`src/sfdpd_pkg.sv`:
```
// shared constants and types for the deep power-down link, both ends
//
// Notes on behaviour
// power-down entry is select low plus one opcode
// select must rise right after bit eight
// power-down state reached within entry time
// entry time at most three microseconds
// in power-down only release and resets heard
// power-up always starts in normal standby
// release is select low, one opcode, select high
// wait release time before accepting instructions again
// release time at most one and half milliseconds
// host keeps select high through release time
// host waits 200 us before first select
// host waits 1 ms before any write
// release in normal operation changes nothing
`default_nettype none

package sfdpd_pkg;

    ////////////////////////////////////////////////////////////////////////////////
    // instruction codes
    localparam logic [7:0] OP_POWER_DOWN = 8'hb9; // enter deep power-down
    localparam logic [7:0] OP_RELEASE = 8'hab; // release from power-down
    localparam logic [7:0] OP_RESET_ENABLE = 8'h66; // first half of reset pair
    localparam logic [7:0] OP_RESET_PAIR = 8'h99; // second half of reset pair
    localparam logic [7:0] OP_RESET = 8'hff; // single-byte reset

    ////////////////////////////////////////////////////////////////////////////////
    // framing
    localparam int OP_BITS = 8; // bits in one instruction
    localparam int BIT_CNT_W = 4; // bit counter, saturates above OP_BITS
    localparam logic [3:0] BIT_CNT_FULL = 4'h8; // exactly one whole byte
    localparam logic [3:0] BIT_CNT_OVER = 4'h9; // more than one byte seen

    ////////////////////////////////////////////////////////////////////////////////
    // timing, times in ns as printed, counts derived at 100 MHz
    localparam int CLK_PERIOD_NS = 10; // mclk period
    localparam int ENTRY_TIME_NS = 3000; // power_down_entry_time, longest
    localparam int RELEASE_TIME_NS = 1500000; // release time, longest
    localparam int SELECT_DELAY_NS = 200000; // supply_to_select_delay, least
    localparam int WRITE_DELAY_NS = 1000000; // power_up_write_delay, least
    // longest times round down, least times round up
    localparam int ENTRY_CYC = ENTRY_TIME_NS / CLK_PERIOD_NS;
    localparam int RELEASE_CYC = RELEASE_TIME_NS / CLK_PERIOD_NS;
    localparam int SELECT_DELAY_CYC = (SELECT_DELAY_NS + CLK_PERIOD_NS - 1) / CLK_PERIOD_NS;
    localparam int WRITE_DELAY_CYC = (WRITE_DELAY_NS + CLK_PERIOD_NS - 1) / CLK_PERIOD_NS;
    localparam int SCK_HALF_CYC = 4; // serial clock half period in mclk cycles
    localparam int TMR_W = 18; // wide enough for the longest count

    ////////////////////////////////////////////////////////////////////////////////
    // flash end operating states, one-hot
    typedef enum logic [3:0] {
        FS_NORMAL = 4'h1,
        FS_ENTER = 4'h2,
        FS_DPD = 4'h4,
        FS_RELEASE = 4'h8
    } sfdpd_flash_state_e;

    // host end sequencing states, one-hot
    typedef enum logic [5:0] {
        HS_PWRUP = 6'h01,
        HS_IDLE = 6'h02,
        HS_LOW = 6'h04,
        HS_HIGH = 6'h08,
        HS_GAP = 6'h10,
        HS_HOLD = 6'h20
    } sfdpd_host_state_e;

endpackage

`default_nettype wire

```
`src/sfdpd_link_if.sv`:
```
// serial link between host controller and flash end
`timescale 1ns/10ps
`default_nettype none

interface sfdpd_link_if;
    logic cs_n; // chip select, active low
    logic sclk; // serial clock from host
    logic mosi; // serial data host to flash

    // host drives the whole link
    modport host (output cs_n, output sclk, output mosi);
    // flash only listens
    modport flash (input cs_n, input sclk, input mosi);
endinterface

`default_nettype wire

```
`src/sfdpd_flash_end.sv`:
```
// flash end: instruction capture and deep power-down state control
`timescale 1ns/10ps
`default_nettype none

module sfdpd_flash_end
    import sfdpd_pkg::*;
#(
    parameter int REL_CYC = RELEASE_CYC, // release wait, shorten for simulation
    parameter int ENT_CYC = ENTRY_CYC // entry wait, never above ENTRY_CYC
)
(
    input wire logic mclk,
    input wire logic rst_n,
    sfdpd_link_if.flash link,
    output logic in_power_down,
    output logic standby,
    output logic cmd_strobe,
    output logic [7:0] cmd_code
);

    ////////////////////////////////////////////////////////////////////////////////
    // pin synchronisers

    logic cs_s1; // first stage, read only by cs_s2
    logic cs_s2; // select, safe to use
    logic cs_d; // select one cycle later, for edge detect
    logic sck_s1; // first stage, read only by sck_s2
    logic sck_s2; // serial clock, safe to use
    logic sck_d; // serial clock one cycle later
    logic mosi_s1; // first stage, read only by mosi_s2
    logic mosi_s2; // data, delayed like the clock

    // all link pins come from another timing domain, two flops each
    always_ff @(posedge mclk)
    begin
        if (!rst_n)
        begin
            cs_s1 <= 1'b1;
            cs_s2 <= 1'b1;
            cs_d <= 1'b1;
            sck_s1 <= 1'b0;
            sck_s2 <= 1'b0;
            sck_d <= 1'b0;
            mosi_s1 <= 1'b0;
            mosi_s2 <= 1'b0;
        end
        else
        begin
            cs_s1 <= link.cs_n;
            cs_s2 <= cs_s1;
            cs_d <= cs_s2;
            sck_s1 <= link.sclk;
            sck_s2 <= sck_s1;
            sck_d <= sck_s2;
            mosi_s1 <= link.mosi;
            mosi_s2 <= mosi_s1;
        end
    end

    logic sck_rise; // bit latch moment
    logic cs_rise; // end of a frame

    // data and clock pass equal delays, so data is sampled where the host meant
    assign sck_rise = sck_s2 & ~sck_d;
    assign cs_rise = cs_s2 & ~cs_d;

    ////////////////////////////////////////////////////////////////////////////////
    // instruction shifter

    logic [7:0] shreg; // instruction bits, msb first
    logic [BIT_CNT_W-1:0] bit_cnt; // bits latched in this frame

    // shift on each serial clock rise while selected
    always_ff @(posedge mclk)
    begin
        if (!rst_n)
        begin
            shreg <= 8'h00;
            bit_cnt <= '0;
        end
        else if (cs_s2)
        begin
            // deselected: next frame starts from zero
            bit_cnt <= '0;
        end
        else if (sck_rise)
        begin
            shreg <= {shreg[6:0], mosi_s2};
            // saturate so that a long frame never wraps back to eight
            if (bit_cnt != BIT_CNT_OVER)
            begin
                bit_cnt <= bit_cnt + 1'b1;
            end
        end
    end

    logic frame_ok; // a whole single-byte instruction just ended

    // select must rise with exactly eight bits in, else nothing executes
    assign frame_ok = cs_rise && (bit_cnt == BIT_CNT_FULL);

    ////////////////////////////////////////////////////////////////////////////////
    // operating state

    sfdpd_flash_state_e state; // current operating state
    logic [TMR_W-1:0] tmr; // entry and release wait
    logic rst_armed; // reset-enable byte seen last frame

    // state moves only at frame ends or on timer expiry
    always_ff @(posedge mclk)
    begin
        if (!rst_n)
        begin
            // power-up always lands in normal standby
            state <= FS_NORMAL;
            tmr <= '0;
        end
        else
        begin
            case (state)
                FS_NORMAL:
                begin
                    tmr <= '0;
                    // release byte here is harmless and falls through
                    if (frame_ok && shreg == OP_POWER_DOWN)
                    begin
                        state <= FS_ENTER;
                    end
                end
                FS_ENTER:
                begin
                    // instructions during entry are dropped; host waits it out
                    if (tmr == TMR_W'(ENT_CYC - 1))
                    begin
                        state <= FS_DPD;
                        tmr <= '0;
                    end
                    else
                    begin
                        tmr <= tmr + 1'b1;
                    end
                end
                FS_DPD:
                begin
                    tmr <= '0;
                    // only release and the two reset forms are heard
                    if (frame_ok)
                    begin
                        if (shreg == OP_RELEASE)
                        begin
                            state <= FS_RELEASE;
                        end
                        else if (shreg == OP_RESET)
                        begin
                            state <= FS_NORMAL;
                        end
                        else if (shreg == OP_RESET_PAIR && rst_armed)
                        begin
                            state <= FS_NORMAL;
                        end
                    end
                end
                FS_RELEASE:
                begin
                    // nothing is accepted until the release wait ends
                    if (tmr == TMR_W'(REL_CYC - 1))
                    begin
                        state <= FS_NORMAL;
                        tmr <= '0;
                    end
                    else
                    begin
                        tmr <= tmr + 1'b1;
                    end
                end
                default:
                begin
                    // an illegal code falls back to the safe state
                    state <= FS_NORMAL;
                    tmr <= '0;
                end
            endcase
        end
    end

    ////////////////////////////////////////////////////////////////////////////////
    // reset-enable tracking

    // the pair must come in two back-to-back frames; any other frame disarms
    always_ff @(posedge mclk)
    begin
        if (!rst_n)
        begin
            rst_armed <= 1'b0;
        end
        else if (frame_ok && (state == FS_NORMAL || state == FS_DPD))
        begin
            rst_armed <= (shreg == OP_RESET_ENABLE);
        end
        else if (cs_rise)
        begin
            // a malformed frame breaks the pair as well
            rst_armed <= 1'b0;
        end
    end

    ////////////////////////////////////////////////////////////////////////////////
    // user-side outputs

    // every whole instruction heard in normal operation is reported once
    always_ff @(posedge mclk)
    begin
        if (!rst_n)
        begin
            cmd_strobe <= 1'b0;
            cmd_code <= 8'h00;
        end
        else if (frame_ok && state == FS_NORMAL)
        begin
            cmd_strobe <= 1'b1;
            cmd_code <= shreg;
        end
        else
        begin
            // code holds until the next instruction
            cmd_strobe <= 1'b0;
        end
    end

    // state bits are flops, so these follow the state register directly
    assign in_power_down = (state == FS_DPD);
    assign standby = (state == FS_NORMAL);

endmodule // sfdpd_flash_end

`default_nettype wire

```
`src/flat_wrapper.sv`:
```
// flat-port wrapper written by rule: the top's interface ports become plain ports
module sfdpd_flash_end_flat import sfdpd_pkg::*;
#(
    parameter int REL_CYC = RELEASE_CYC,                                        
    parameter int ENT_CYC = ENTRY_CYC                                     
)
  (mclk, rst_n, in_power_down, standby, cmd_strobe, cmd_code, link_cs_n, link_sclk, link_mosi);
  sfdpd_link_if link_i ();
  input wire logic mclk;
  input wire logic rst_n;
  output logic in_power_down;
  output logic standby;
  output logic cmd_strobe;
  output logic [7:0] cmd_code;
  input wire logic [$bits(link_i.cs_n)-1:0] link_cs_n;
  input wire logic [$bits(link_i.sclk)-1:0] link_sclk;
  input wire logic [$bits(link_i.mosi)-1:0] link_mosi;
  assign link_i.cs_n = link_cs_n;
  assign link_i.sclk = link_sclk;
  assign link_i.mosi = link_mosi;
  sfdpd_flash_end #(.REL_CYC(REL_CYC), .ENT_CYC(ENT_CYC)) u_core (.mclk(mclk), .rst_n(rst_n), .link(link_i), .in_power_down(in_power_down), .standby(standby), .cmd_strobe(cmd_strobe), .cmd_code(cmd_code));
endmodule
```
`config.mk`:
```
export PLATFORM = sky130hd
export DESIGN_NAME = sfdpd_flash_end_flat
export DESIGN_NICKNAME = d
export VERILOG_FILES = /design/src/sfdpd_pkg.sv /design/src/sfdpd_link_if.sv /design/src/sfdpd_flash_end.sv /design/src/flat_wrapper.sv
export SDC_FILE = /design/constraint.sdc
export NUM_CORES = 1
export LEC_CHECK = 0
export BUFFER_PORTS_ARGS = -buffer_cell sky130_fd_sc_hd__buf_2
export CAP_MARGIN = 20
export CORE_UTILIZATION = 25
export DETAILED_ROUTE_END_ITERATION = 10
export GPL_ROUTABILITY_DRIVEN = 0
export HOLD_SLACK_MARGIN = 0.05
export SETUP_SLACK_MARGIN = 0.2
export SLEW_MARGIN = 10
export SYNTH_ARGS = -nofsm -noshare
export SYNTH_HDL_FRONTEND = slang
export SYNTH_SLANG_ARGS = --single-unit
```
`constraint.sdc`:
```
create_clock -name mclk -period 1.7 [get_ports mclk]
set_input_delay 0.085 -clock mclk [delete_from_list [all_inputs] [get_ports mclk]]
set_output_delay 0.085 -clock mclk [all_outputs]
set_load 0.01 [all_outputs]
```
==> out/metrics.csv <==
metric;value;unit
layout_common_cells;46 x dfxtp_1, 36 x nor2_1, 23 x nand2_1;
start_kind;register;
yosysTopAreaCell;dfxtp_1;
clockBufferDepth;2;
io_buffers;15;
peakVddDrop;580;uV
min_to;u_core.cs_s2;
dpl-instance-area;0.00248;mm^2
finalSetupViolCount;0;
layout_commonest_cell;dfxtp_1;
antenna_found_initial;0;
drt_iter0_markers;49;
die_h;95.5;um
period_minus_slack;1560;ps
cts.sinks;52;
place_hpwl;2900;um
synth_top_area_share;47.6;%
drcViolationCount;0;
hp-class;primary input to register;
slew_headroom;75.7;%
grt_pass1_vias;1670;
path_delay_family;flip-flops;
cts_tree;done;
critPathMaxStageDelay;400;ps
start_util;26.2;%
cts_buffers;5;
r2r-end;u_core.state[1];
grt_usage;10.0;%
rows;33;
yosys-top-cells-area;dfxtp_1 48%, nor2_1 6.2%, xor2_1 5.2%, mux2i_1 4.6%, nand3_1 4.1%;
r2r-start;u_core.tmr[0];
hp-start;rst_n;
clk_latency;300;ps
status;finished clean;
synth_cell_types;33;
vias;1736;
end_kind;register;
syn_area;0.00219;mm^2
finClkSkew;12.0;ps
seq_area_frac_synth;47.6;%
grt_first_pass_wirelength;7350;um
io_pins;16;
synth_top_flop_cell;dfxtp_1;
cp.arrival;1740;ps
chipWidth;95.5;um
die_area;0.00912;mm^2
crit_type;register to register;
worstMarginPinSlew;364;ps
syn_nets;250;
final_net_count;286;
cp_slowest_cell;dfxtp_2;
finalPower;2.42;mW
core_area;0.00834;mm^2
drive_gt1_share;21.2;%
htreeDepth;2;
reg2reg_depth;6;
grt_max_degree;21;
wirelength;4280;um
overflow;0;
cap_violations;0;
ant_nets;0;
via_per_inst;4.53;
max_freq;0.642;GHz
rsz0062_at_grt;yes;
worstPathRequired;1890;ps
fin_crit_sh;91.6;%
diodes;0;
async_reset_ff_share;0;%
clk_pin_slew;100;ps
layoutNonFillerInstCount;383;
area_growth;24.0;%
design_area;0.00271;mm^2
crit_fanout;5;
rrSetupSlack;140;ps
routedWlPerCell;11.2;um
powerDensity;893;mW/mm^2
cp_cell_sequence;ha_4, nand3_2, o41ai_4, buf_4, nand4_1, mux2i_1;
synthCells;241;
cts-root-buf;clkbuf_8;
hold_depth;2;
dp.cells;366;
whs;63.1;ps
fin_tns_setup;0;ps
syn_area_per_cell;9.07;um^2
hold_viol_final;0;
drtPass1Iterations;4;
total_leakage_power;0.930;nW
path_buf_inv;1;
ys_seq_elements;52;
synth_edf_count;0;
yosysWarnings;0;
slew_violations;0;
## registers in the layout (all words and copies together), names as in the netlist
signal             cells
u_core.mosi_s2         1
u_core.sck_s2          1
u_core.state           4
u_core.tmr            18
u_core.cs_s1           1
u_core.cs_d            1
u_core.rst_armed       1
u_core.cs_s2           1
u_core.cmd_strobe      1
u_core.shreg           8
u_core.bit_cnt         4
u_core.mosi_s1         1
u_core.sck_s1          1
u_core.cmd_code        8
u_core.sck_d           1
## synth_stat cells, types with 5 or more instances
cell      number
clkbuf_1       5
and2_1         7
nand2_1       24
nor2_1        36
a21oi_1       12
nand4_1       12
inv_1          7
dfxtp_1       52
xor2_1        13
nand3_1       18
mux2i_1       10
xnor2_1        6
## timing repair
item	in CTS	in global routing
pin swaps	5	2
buffers inserted	2	4
gates resized for setup	5	7
hold endpoints to repair	3	0
endpoints found under the setup margin	29	33
hold buffers	3	0
## where the power goes
group	switching, mW	total, mW	internal, mW	leakage, nW
sequential	0.0372	1.28	1.24	0.424
clock	0.401	0.837	0.436	0.0541
combinational	0.147	0.303	0.156	0.452
total	0.585	2.42	1.84	0.930
## cells by family after synthesis
family                     after synthesis  share of synthesized area, %
xor gates and xnor gates                19                          7.61
AOI/OAI and AO/OA                       23                          6.98
muxes                                   10                          4.58
buffers and inverters                   14                          3.49
DFF                                     52                          47.6
and+or+nand+nor                        119                          27.4
adders and majority gates                4                          2.29
## layer usage
layer | up-vias | routed length, um | track usage (%)
li1 | 907 | - | -
met1 | 812 | 2190 | 13.2
met2 | 15 | 1990 | 16.4
met3 | 2 | 83 | 2.23
met4 | 0 | 14 | 2.99
met5 | - | 0 | 0
## worst max path at each step
stage / start / to / slack (ps) / cells past startpoint
3_3_place_gp: u_core.tmr[13] / u_core.state[1] / 130 / 6
2_1_floorplan: u_core.tmr[16] / u_core.tmr[16] / 100 / 7
3_5_place_dp: u_core.tmr[13] / u_core.state[1] / 100 / 6
5_1_grt: u_core.state[3] / u_core.tmr[7] / 20 / 6
4_1_cts: u_core.tmr[16] / u_core.state[1] / 100 / 6
6_report: u_core.tmr[0] / u_core.state[1] / 140 / 6
## area by class of cell
class / count / area (um^2)
multi-input combinational: 175 / 1140
clock inverter: 3 / 42.5
timing repair buffer: 36 / 253
fill: 888 / 5630
clock buffer: 5 / 68.8
tap: 105 / 131
inverter: 7 / 26.3
sequential: 52 / 1050
## through the flow
stage          utilization [%]  setup WS [ps]
3_5_place_dp              29.7            103
2_1_floorplan                -            102
4_1_cts                   31.7            101
6_report                  32.5            142
3_3_place_gp              29.7            133
5_1_grt                   32.5           16.2
## worst register-to-register path, delay by kind of cell, from the launching register on
family / cells / cell delay, ps
DFF: 1 / 400
AOI/OAI and AO/OA: 1 / 350
and+or+nand+nor: 2 / 200
adders and majority gates: 1 / 180
buffers and inverters: 1 / 170
muxes: 1 / 140
No activity file was read; power rests on OpenSTA's default activity.
